[src/core/efc_map.svh]
// Contract
// top three bits must read 100
// invalid data: volume on serial0, dsp off
// four-byte byte0 enable bit decode
// modem device or serial port 1
// extra device or dsp serial port
// merged device uses extra ranges, irqs
// volume routing bits never both set
// irq12_13 select gated by second irq; code passes byte1 bit0 through ungated
// irq3_9 select gated by modem/second irq; code passes byte1 bit1 through ungated
// reset output select on control pin0
// range0 size code to length
// second range enable else size zero
// range1 size uses same mapping
// no eeprom clears listed flags
// no eeprom sets selects, volume from pin
// legacy single-byte bit decode
// legacy size or volume location select
// legacy extra irq, rising edge type
// legacy no eeprom defaults, volume from pin
// legacy to four-byte translation
// default pin functions when absent/invalid
// reload after reset and config reset
// drivers off while loading or invalid
// decoded flags update atomically
`ifndef EFC_MAP_SVH
`define EFC_MAP_SVH
`define EFC_VALID_PAT 3'h4
`define EFC_B0_MODEM 0
`define EFC_B0_EXTRA 1
`define EFC_B0_MERGED 2
`define EFC_B0_VOL_S0 3
`define EFC_B0_VOL_DSP 4
`define EFC_B1_IRQ12_13 0
`define EFC_B1_IRQ3_9 1
`define EFC_B1_RST_OUT 2
`define EFC_B2_IRQ4_10 4
`define EFC_B2_IRQ11_15 5
`define EFC_B2_IRQ9_14 6
`define EFC_B2_IRQ4_9_11 7
`define EFC_B3_XINV 0
`define EFC_B3_MINV 1
`define EFC_B3_IRQ2 2
`define EFC_B3_RANGE2 3
`define EFC_L_XIRQ 2
`define EFC_L_VOL 3
`define EFC_L_SEL 4
`define EFC_RST_CFG_BIT 0
`define EFC_STARTUP_NS 1000
`define EFC_STARTUP_CYC ((`EFC_STARTUP_NS + 19) / 20)
`endif

[src/core/efc_pkg.sv]
package efc_pkg;
    typedef enum logic [2:0]
    {
        EFC_IDLE = 3'b000,
        EFC_WAIT = 3'b001,
        EFC_PROBE = 3'b010,
        EFC_READ = 3'b011,
        EFC_APPLY = 3'b100
    } efc_state_t;
    typedef logic [4:0] efc_len_t;
endpackage

[src/core/efc_size_dec.sv]
`include "efc_map.svh"
module efc_size_dec
    import efc_pkg::*;
(
    input wire logic [3:0] i_code,
    input wire logic i_enable,
    output efc_len_t o_len
);
    // code to byte length, unlisted codes read as zero
    always_comb
    begin
        o_len = 5'h00;
        if (i_enable)
        begin
            case (i_code)
                4'h0: o_len = 5'h10;
                4'h8: o_len = 5'h08;
                4'hc: o_len = 5'h04;
                4'he: o_len = 5'h02;
                4'hf: o_len = 5'h01;
                default: o_len = 5'h00;
            endcase
        end
    end
endmodule

[src/core/efc_flag_decoder.sv]
`include "efc_map.svh"
module efc_flag_decoder
    import efc_pkg::*;
#(
    parameter int STARTUP_CYC = `EFC_STARTUP_CYC
)
(
    input wire logic i_mclk,
    input wire logic i_rst_n,
    input wire logic i_legacy_format,
    input wire logic i_eeprom_clock_pin,
    input wire logic i_eeprom_data_pin,
    input wire logic i_cfg_reset_wr,
    input wire logic [7:0] i_cfg_reset_data,
    input wire logic i_byte_valid,
    input wire logic [7:0] i_byte_data,
    output logic o_read_req,
    output logic o_loading,
    output logic o_eeprom_used,
    output logic o_modem_device_enable,
    output logic o_extra_device_enable,
    output logic o_merged_device_enable,
    output logic o_volume_on_serial0,
    output logic o_volume_on_dsp_port,
    output logic o_serial1_enable,
    output logic o_dsp_serial_port_enable,
    output logic o_irq12_13_select,
    output logic o_irq3_9_select,
    output logic o_irq4_10_select,
    output logic o_irq11_15_select,
    output logic o_irq9_14_select,
    output logic o_irq4_9_11_select,
    output logic o_extra_irq_invert,
    output logic o_modem_irq_invert,
    output logic o_second_irq_enable,
    output logic o_second_range_enable,
    output logic o_reset_out_select,
    output logic o_extra_irq_present,
    output logic o_extra_irq_rising,
    output logic [4:0] o_range0_len,
    output logic [4:0] o_range1_len,
    output logic o_dir_pin_drive_enable
);
    efc_state_t state_reg;
    logic clk_s1_reg, clk_s2_reg, dat_s1_reg, dat_s2_reg;
    logic [15:0] wait_reg;
    logic [1:0] idx_reg;
    logic [7:0] b0_reg, b1_reg, b2_reg;
    logic valid_reg;
    logic [3:0] sz0_next, sz1_next;
    logic range2_next;
    efc_len_t len0, len1;
    logic last_byte;
    logic absent_reg;
    logic load_ok_reg;

    // pin synchronisers
    always_ff @(posedge i_mclk or negedge i_rst_n)
    begin
        if (!i_rst_n)
        begin
            clk_s1_reg <= 1'b0;
            clk_s2_reg <= 1'b0;
            dat_s1_reg <= 1'b0;
            dat_s2_reg <= 1'b0;
        end
        else
        begin
            clk_s1_reg <= i_eeprom_clock_pin;
            clk_s2_reg <= clk_s1_reg;
            dat_s1_reg <= i_eeprom_data_pin;
            dat_s2_reg <= dat_s1_reg;
        end
    end

    assign last_byte = i_legacy_format ? 1'b1 : (idx_reg == 2'd3);

    // load sequencing
    always_ff @(posedge i_mclk or negedge i_rst_n)
    begin
        if (!i_rst_n)
        begin
            state_reg <= EFC_WAIT;
            wait_reg <= 16'h0000;
            idx_reg <= 2'd0;
        end
        else if (i_cfg_reset_wr && i_cfg_reset_data[`EFC_RST_CFG_BIT])
        begin
            state_reg <= EFC_WAIT;
            wait_reg <= 16'h0000;
            idx_reg <= 2'd0;
        end
        else
        begin
            case (state_reg)
                EFC_IDLE: state_reg <= EFC_IDLE;
                EFC_WAIT:
                begin
                    wait_reg <= wait_reg + 16'h0001;
                    if (wait_reg >= 16'(STARTUP_CYC - 1))
                    begin
                        state_reg <= EFC_PROBE;
                    end
                end
                EFC_PROBE:
                begin
                    idx_reg <= 2'd0;
                    state_reg <= clk_s2_reg ? EFC_READ : EFC_APPLY;
                end
                EFC_READ:
                begin
                    if (i_byte_valid)
                    begin
                        if (idx_reg == 2'd0 && i_byte_data[7:5] != `EFC_VALID_PAT)
                        begin
                            state_reg <= EFC_APPLY;
                        end
                        else if (last_byte)
                        begin
                            state_reg <= EFC_APPLY;
                        end
                        else
                        begin
                            idx_reg <= idx_reg + 2'd1;
                        end
                    end
                end
                EFC_APPLY: state_reg <= EFC_IDLE;
                default: state_reg <= EFC_IDLE;
            endcase
        end
    end

    // byte capture
    always_ff @(posedge i_mclk or negedge i_rst_n)
    begin
        if (!i_rst_n)
        begin
            b0_reg <= 8'h00;
            b1_reg <= 8'h00;
            b2_reg <= 8'h00;
            valid_reg <= 1'b0;
        end
        else if (state_reg == EFC_PROBE)
        begin
            valid_reg <= 1'b0;
        end
        else if (state_reg == EFC_READ && i_byte_valid)
        begin
            case (idx_reg)
                2'd0: b0_reg <= i_byte_data;
                2'd1: b1_reg <= i_byte_data;
                2'd2: b2_reg <= i_byte_data;
                default: b2_reg <= b2_reg;
            endcase
            if (idx_reg == 2'd0)
            begin
                valid_reg <= (i_byte_data[7:5] == `EFC_VALID_PAT);
            end
        end
    end

    // size codes as they will stand after apply
    always_comb
    begin
        sz0_next = 4'h0;
        sz1_next = 4'h0;
        range2_next = 1'b0;
        if (i_legacy_format)
        begin
            sz0_next = {~b0_reg[`EFC_L_SEL], 3'b000};
        end
        else
        begin
            sz0_next = b2_reg[3:0];
            sz1_next = i_byte_data[7:4];
            range2_next = i_byte_data[`EFC_B3_RANGE2];
        end
    end

    logic [3:0] sz0_reg, sz1_reg;
    assign o_range0_len = len0;
    assign o_range1_len = len1;

    efc_size_dec u_dec0
    (
        .i_code(sz0_reg),
        .i_enable(o_extra_device_enable),
        .o_len(len0)
    );

    efc_size_dec u_dec1
    (
        .i_code(sz1_reg),
        .i_enable(o_extra_device_enable && o_second_range_enable),
        .o_len(len1)
    );

    // decoded flags, updated together on the final byte or at apply
    logic fin_ok;
    assign fin_ok = state_reg == EFC_READ && i_byte_valid && last_byte && valid_reg
        && idx_reg != 2'd0 || (state_reg == EFC_READ && i_byte_valid && i_legacy_format
        && i_byte_data[7:5] == `EFC_VALID_PAT);

    always_ff @(posedge i_mclk or negedge i_rst_n)
    begin
        if (!i_rst_n)
        begin
            o_eeprom_used <= 1'b0;
            o_modem_device_enable <= 1'b0;
            o_extra_device_enable <= 1'b0;
            o_merged_device_enable <= 1'b0;
            o_volume_on_serial0 <= 1'b1;
            o_volume_on_dsp_port <= 1'b0;
            o_irq12_13_select <= 1'b0;
            o_irq3_9_select <= 1'b0;
            o_irq4_10_select <= 1'b1;
            o_irq11_15_select <= 1'b1;
            o_irq9_14_select <= 1'b0;
            o_irq4_9_11_select <= 1'b1;
            o_extra_irq_invert <= 1'b0;
            o_modem_irq_invert <= 1'b0;
            o_second_irq_enable <= 1'b0;
            o_second_range_enable <= 1'b0;
            o_reset_out_select <= 1'b0;
            o_extra_irq_present <= 1'b0;
            sz0_reg <= 4'h0;
            sz1_reg <= 4'h0;
        end
        else if (fin_ok)
        begin
            o_eeprom_used <= 1'b1;
            sz0_reg <= sz0_next;
            sz1_reg <= sz1_next;
            o_second_range_enable <= range2_next;
            if (i_legacy_format)
            begin

                o_modem_device_enable <= i_byte_data[`EFC_B0_MODEM];
                o_extra_device_enable <= i_byte_data[`EFC_B0_EXTRA];
                o_merged_device_enable <= 1'b0;
                o_volume_on_serial0 <= i_byte_data[`EFC_L_VOL] & ~i_byte_data[`EFC_L_SEL]
                    & ~i_byte_data[`EFC_B0_EXTRA];
                o_volume_on_dsp_port <= i_byte_data[`EFC_L_VOL] & i_byte_data[`EFC_L_SEL]
                    & ~i_byte_data[`EFC_B0_EXTRA];
                o_extra_irq_present <= i_byte_data[`EFC_L_XIRQ];
                o_irq12_13_select <= 1'b0;
                o_irq3_9_select <= 1'b0;
                o_reset_out_select <= 1'b0;
                o_irq4_10_select <= ~i_byte_data[`EFC_B0_MODEM];
                o_irq11_15_select <= 1'b1;
                o_irq9_14_select <= 1'b0;
                o_irq4_9_11_select <= 1'b0;
                o_extra_irq_invert <= 1'b0;
                o_modem_irq_invert <= 1'b0;
                o_second_irq_enable <= 1'b0;
                o_second_range_enable <= 1'b0;
                sz0_reg <= {~i_byte_data[`EFC_L_SEL], 3'b000};
            end
            else
            begin

                o_modem_device_enable <= b0_reg[`EFC_B0_MODEM];
                o_extra_device_enable <= b0_reg[`EFC_B0_EXTRA];
                o_merged_device_enable <= b0_reg[`EFC_B0_MERGED];
                o_volume_on_serial0 <= b0_reg[`EFC_B0_VOL_S0];
                o_volume_on_dsp_port <= b0_reg[`EFC_B0_VOL_DSP] & ~b0_reg[`EFC_B0_VOL_S0];
                o_irq12_13_select <= b1_reg[`EFC_B1_IRQ12_13];
                o_irq3_9_select <= b1_reg[`EFC_B1_IRQ3_9];
                o_reset_out_select <= b1_reg[`EFC_B1_RST_OUT];
                o_irq4_10_select <= b2_reg[`EFC_B2_IRQ4_10];
                o_irq11_15_select <= b2_reg[`EFC_B2_IRQ11_15];
                o_irq9_14_select <= b2_reg[`EFC_B2_IRQ9_14];
                o_irq4_9_11_select <= b2_reg[`EFC_B2_IRQ4_9_11];
                o_extra_irq_invert <= i_byte_data[`EFC_B3_XINV];
                o_modem_irq_invert <= i_byte_data[`EFC_B3_MINV];
                o_second_irq_enable <= i_byte_data[`EFC_B3_IRQ2];
                o_extra_irq_present <= 1'b1;
            end
        end
        else if (state_reg == EFC_APPLY && !load_ok_reg)
        begin
            // absent or invalid eeprom defaults
            o_eeprom_used <= 1'b0;
            o_modem_device_enable <= 1'b0;
            o_extra_device_enable <= 1'b0;
            o_merged_device_enable <= 1'b0;
            o_volume_on_dsp_port <= 1'b0;
            o_reset_out_select <= 1'b0;
            o_second_irq_enable <= 1'b0;
            o_irq9_14_select <= 1'b0;
            o_extra_irq_invert <= 1'b0;
            o_modem_irq_invert <= 1'b0;
            o_irq12_13_select <= 1'b0;
            o_irq3_9_select <= 1'b0;
            o_irq4_10_select <= 1'b1;
            o_irq11_15_select <= 1'b1;
            o_irq4_9_11_select <= 1'b1;
            o_extra_irq_present <= 1'b0;
            o_second_range_enable <= 1'b0;
            sz0_reg <= 4'h0;
            sz1_reg <= 4'h0;
            // invalid data forces volume on serial0
            o_volume_on_serial0 <= absent_reg ? dat_s2_reg : 1'b1;
        end
    end

    // track which path ended the load
    always_ff @(posedge i_mclk or negedge i_rst_n)
    begin
        if (!i_rst_n)
        begin
            absent_reg <= 1'b0;
            load_ok_reg <= 1'b0;
        end
        else if (state_reg == EFC_PROBE)
        begin
            absent_reg <= ~clk_s2_reg;
            load_ok_reg <= 1'b0;
        end
        else if (fin_ok)
        begin
            load_ok_reg <= 1'b1;
        end
    end

    // derived enables and pin drive
    assign o_serial1_enable = ~o_modem_device_enable & ~o_merged_device_enable
        & ~o_second_irq_enable;
    assign o_dsp_serial_port_enable = load_ok_reg & ~o_extra_device_enable
        & ~o_volume_on_dsp_port;
    assign o_extra_irq_rising = o_extra_irq_present & i_legacy_format;
    assign o_loading = state_reg != EFC_IDLE;
    assign o_read_req = state_reg == EFC_READ;
    assign o_dir_pin_drive_enable = ~o_loading & load_ok_reg;
endmodule

[config.mk]
export PLATFORM = sky130hd
export DESIGN_NAME = efc_flag_decoder
export DESIGN_NICKNAME = d
export VERILOG_FILES = /design/src/core/efc_pkg.sv /design/src/core/efc_size_dec.sv /design/src/core/efc_flag_decoder.sv
export VERILOG_INCLUDE_DIRS = /design/src /design/src/core
export SDC_FILE = /design/constraint.sdc
export NUM_CORES = 1
export LEC_CHECK = 0
export BUFFER_PORTS_ARGS = -buffer_cell sky130_fd_sc_hd__buf_4
export CAP_MARGIN = 25
export CORE_MARGIN = 2
export CORE_UTILIZATION = 50
export CTS_CLUSTER_DIAMETER = 30
export DETAILED_ROUTE_END_ITERATION = 8
export GPL_TIMING_DRIVEN = 0
export MAX_ROUTING_LAYER = met4
export PLACE_DENSITY = 0.75
export RECOVER_POWER = 100
export SYNTH_ARGS = -nofsm -noshare
export SYNTH_HDL_FRONTEND = slang
export SYNTH_SLANG_ARGS = --single-unit
[constraint.sdc]
create_clock -name i_mclk -period 1.9 [get_ports i_mclk]
set_input_delay 0.38 -clock i_mclk [delete_from_list [all_inputs] [get_ports i_mclk]]
set_output_delay 0.38 -clock i_mclk [all_outputs]
set_load 0.01 [all_outputs]
==> results.md <==
* Detail-routed net length per standard cell at 16.5 um
* Unrepaired setup endpoints after global routing: yes
* Class of the tightest hold or removal check: primary input to asynchronous set/reset pin
* Most frequent cell after synthesis: dfrtp_1
* Die Span Y at between 80 and 90 um
* Leading register cell type out of synthesis: dfrtp_1
* Number of antenna violations at the first check in global routing at 0
* Number of buffers inserted during clock tree synthesis at 9
* Clock tree root driver cell: clkbuf_8
* Worst slack on hold paths at 0.151 ns
* Worst r2r src: state_reg[0]$_DFFE_PN1P_
* Placed Instances at 430
* Endpoint of the most critical register-to-register path: wait_reg[14]$_DFFE_PN0P_
* Mean cell area of the mapped netlist at 10.9 um2
* Wire length of the first global-routing pass at around 12000 um
* WL final at 7470 um
* Area after DPL at ~3800 um2
* Area share of the largest cell type after synthesis at 49.1%
* Clock period minus final worst setup slack at 1.85 ns
* Port Buffers at 49
* Post-Layout Inst Area at just over 4000 um2
* Outcome: finished clean
* Count of TritonRoute iterations in the first routing pass at 4
* DIE AREA at 7300 um2
* Area added between synthesis and finish at 25.4%
* Starting DRT DRC Count at 152
* Row cnt at 29
* Relative slew slack at between 40% and 50%
* Combined area of the multi-input logic cells at 1530 um2
* Setup slack after placement at -0.295 ns
* Fraction of the yosys area taken by sequential cells at 53.0%
* Clock slew at reported path FFs at 0.07 ns
* Crit path required time at 1.52 ns
* Total count of hold-check failures in the final report at 0
* Share of the clock period used by the worst path at about 100%
* Leading area contributor after synthesis: dfrtp_1
* Number of enable flip-flop cells after synthesis at 0
* FILL cells at 497
* Count of mapped cells out of synthesis at 304
* Floorplan core area at 6390 um2
* Synth area leaders: dfrtp_1 49%, mux2_2 5.4%, a22o_1 4.2%
* Number of storage elements in the synthesis netlist at 70
* Total I/O pin count at 57
* Async set-reset flop share out of synthesis at 100%
* Vias after detailed routing at 2607
* Clock network latency to the later pin of the worst-skew pair at 0.33 ns
* Maximum vdd ir drop at 0.712 mV
* Flip-flop count of the largest register after layout at 16
* Crit path launch type: register
* Setup slack after layout at approximately 0.048 ns
* Accumulated negative setup slack at 0 ns
* Worst setup path end: o_dir_pin_drive_enable
* CTS H-tree lvls at 3
* Final number of setup-violating endpoints at 0
* Ratio of total power to cell area at 1120 nW/um2
* Clock sink count at 70
* CTS tree: done
* Clock Tree Buf Depth at 2
* Number of max-cap violations at 0
* Data arrival time of the critical path at around 1.5 ns
* Max Slew Vio Count at 0
* Critical-path maximum fanout at 10
* Setup crit end kind: output pin
* Diodes inserted at 0
* Die boundary width at 85.4 um
* Number of distinct library cells after synthesis at 52
* P_leak at 1.92 nW
* Fmax at 540 MHz
* Number of warnings reported in the yosys synthesis log at 0
* Register-to-Register Setup Slack at 0.05 ns
* Residual DRC count at 0
* HPWL Detailed at 4990 um
* Pin count of the biggest net entering global routing at 71
* Number of nets produced by synthesis at 334
* Non-filler instance count after layout at 454
* Critical path launch point: state_reg[2]$_DFFE_PN0P_
* Initial core utilization at 51.9%
* Gpl congestion at 0.882
* Vias in the first global route at 2461
* GR Overflow Total at 0
* Worst slew pin tran at 0.854 ns
* Detailed-route vias per instance at roughly 5.7
* Final clock skew at 0.00802 ns
* Fraction of layout cells with a size suffix above 1 at 28.1%
* Area of all sequential standard cells at 1760 um2
* Gr usage total at 21.9%
* Remaining antenna violation count after routing at 0
* Type of the setup path with the least slack: register to output pin
* Leading post-synthesis cells by instance count: 65 x dfrtp_1, 27 x nand2_1, 24 x nor2_1
* Count of cells along the worst register-to-register path at 4
* Netlist Area Pre-Place at between 3000 and 4000 um2
* Number of nets at the end of the flow at 402
* Hold bufs inserted after CTS at 0
critical path, cell delays in order, from the launching register on:
cell and delay, ns:
dfrtp_1 0.41, buf_8 0.14, or3_4 0.39, nor2_2 0.08, buf_4 0.12
per-stage QoR:
stage	utilization [%]	power (mW)
floorplan	-	2.54
global placement	59.2	2.94
detailed placement	59.2	2.98
CTS	65.1	4.65
global route	65.1	4.88
finish	65.1	4.66
cell type report:
cell class,count,share of cell area (%)
flip-flops and latches,70,42.3
plain buffers,8,1.41
inverters,10,0.903
clock buffers,10,3.07
multi-input cells,212,36.8
repair buffers,61,9.90
well taps,77,2.32
clock inverters,6,3.22
layer usage:
layer	GRT usage [%]	vias to the layer above	share of wire (%)
li1	-	1239	-
met1	29.8	1285	45
met2	32.4	75	50
met3	3.31	8	4.6
met4	10.2	0	1.2
met5	-	-	0
power by group:
part | total, mW | internal [mW] | switching (mW)
sequential | 1.90 | 1.73 | 0.164
combinational | 1.22 | 0.587 | 0.631
clock | 1.54 | 1.01 | 0.539
what timing repair did:
action                     4_1_cts  5_1_grt
setup endpoints to repair       45       36
gates cloned                     0        1
hold endpoints to repair         0        0
gates resized for setup         16       10
pin swaps                        2        4
setup buffers                    6        5
cells in the final DEF (no fill, tap or decap), types with 3 or more instances in the layout:
| cell type | netlist | final |
|---|---|---|
| clkbuf_4 | 0 | 3 |
| a21oi_1 | 8 | 8 |
| xor2_1 | 5 | 5 |
| inv_1 | 10 | 10 |
| or3_1 | 6 | 5 |
| nor2b_1 | 5 | 5 |
| nor2_1 | 24 | 23 |
| o2bb2ai_1 | 3 | 3 |
| nor4_1 | 6 | 6 |
| dfrtp_1 | 65 | 64 |
| buf_2 | 3 | 3 |
| bufinv_16 | 0 | 4 |
| clkbuf_8 | 0 | 9 |
| a22o_1 | 16 | 16 |
| dfstp_2 | 5 | 5 |
| nor3_1 | 7 | 6 |
| nand2_1 | 27 | 26 |
| mux2i_1 | 8 | 8 |
| o21ai_0 | 8 | 7 |
| nand4_1 | 6 | 6 |
| ha_1 | 7 | 7 |
| a31oi_1 | 3 | 3 |
| xnor2_1 | 4 | 4 |
| clkbuf_1 | 8 | 19 |
| mux2_2 | 16 | 16 |
| nand3_1 | 11 | 11 |
| and2_1 | 4 | 4 |
| buf_4 | 1 | 41 |
logic make-up (layout without fill, tap and decap cells):
family	count (synthesis)	count (layout)	share of synthesized area [%]
and+or+nand+nor	120	120	19.7
muxes	24	24	7.85
buffers and inverters	22	95	2.72
DFF	70	70	53.0
xor gates and xnor gates	9	9	2.38
AOI/OAI and AO/OA	52	52	11.7
adders and majority gates	7	7	2.64
how the worst min path moves through the flow:
stage | from | endpoint | slack [ns]
after global routing | i_eeprom_clock_pin | clk_s1_reg$_DFF_PN0_ | 0.17
after floorplan | i_rst_n | absent_reg$_DFFE_PN0P_ | 0.08
after detailed placement | clk_s1_reg$_DFF_PN0_ | clk_s2_reg$_DFF_PN0_ | 0.34
after CTS | i_eeprom_data_pin | dat_s1_reg$_DFF_PN0_ | 0.14
final | i_rst_n | o_volume_on_dsp_port$_DFFE_PN0P_ | 0.15
after global placement | dat_s1_reg$_DFF_PN0_ | dat_s2_reg$_DFF_PN0_ | 0.34
Note: power is estimated with default switching activity, not from simulation.
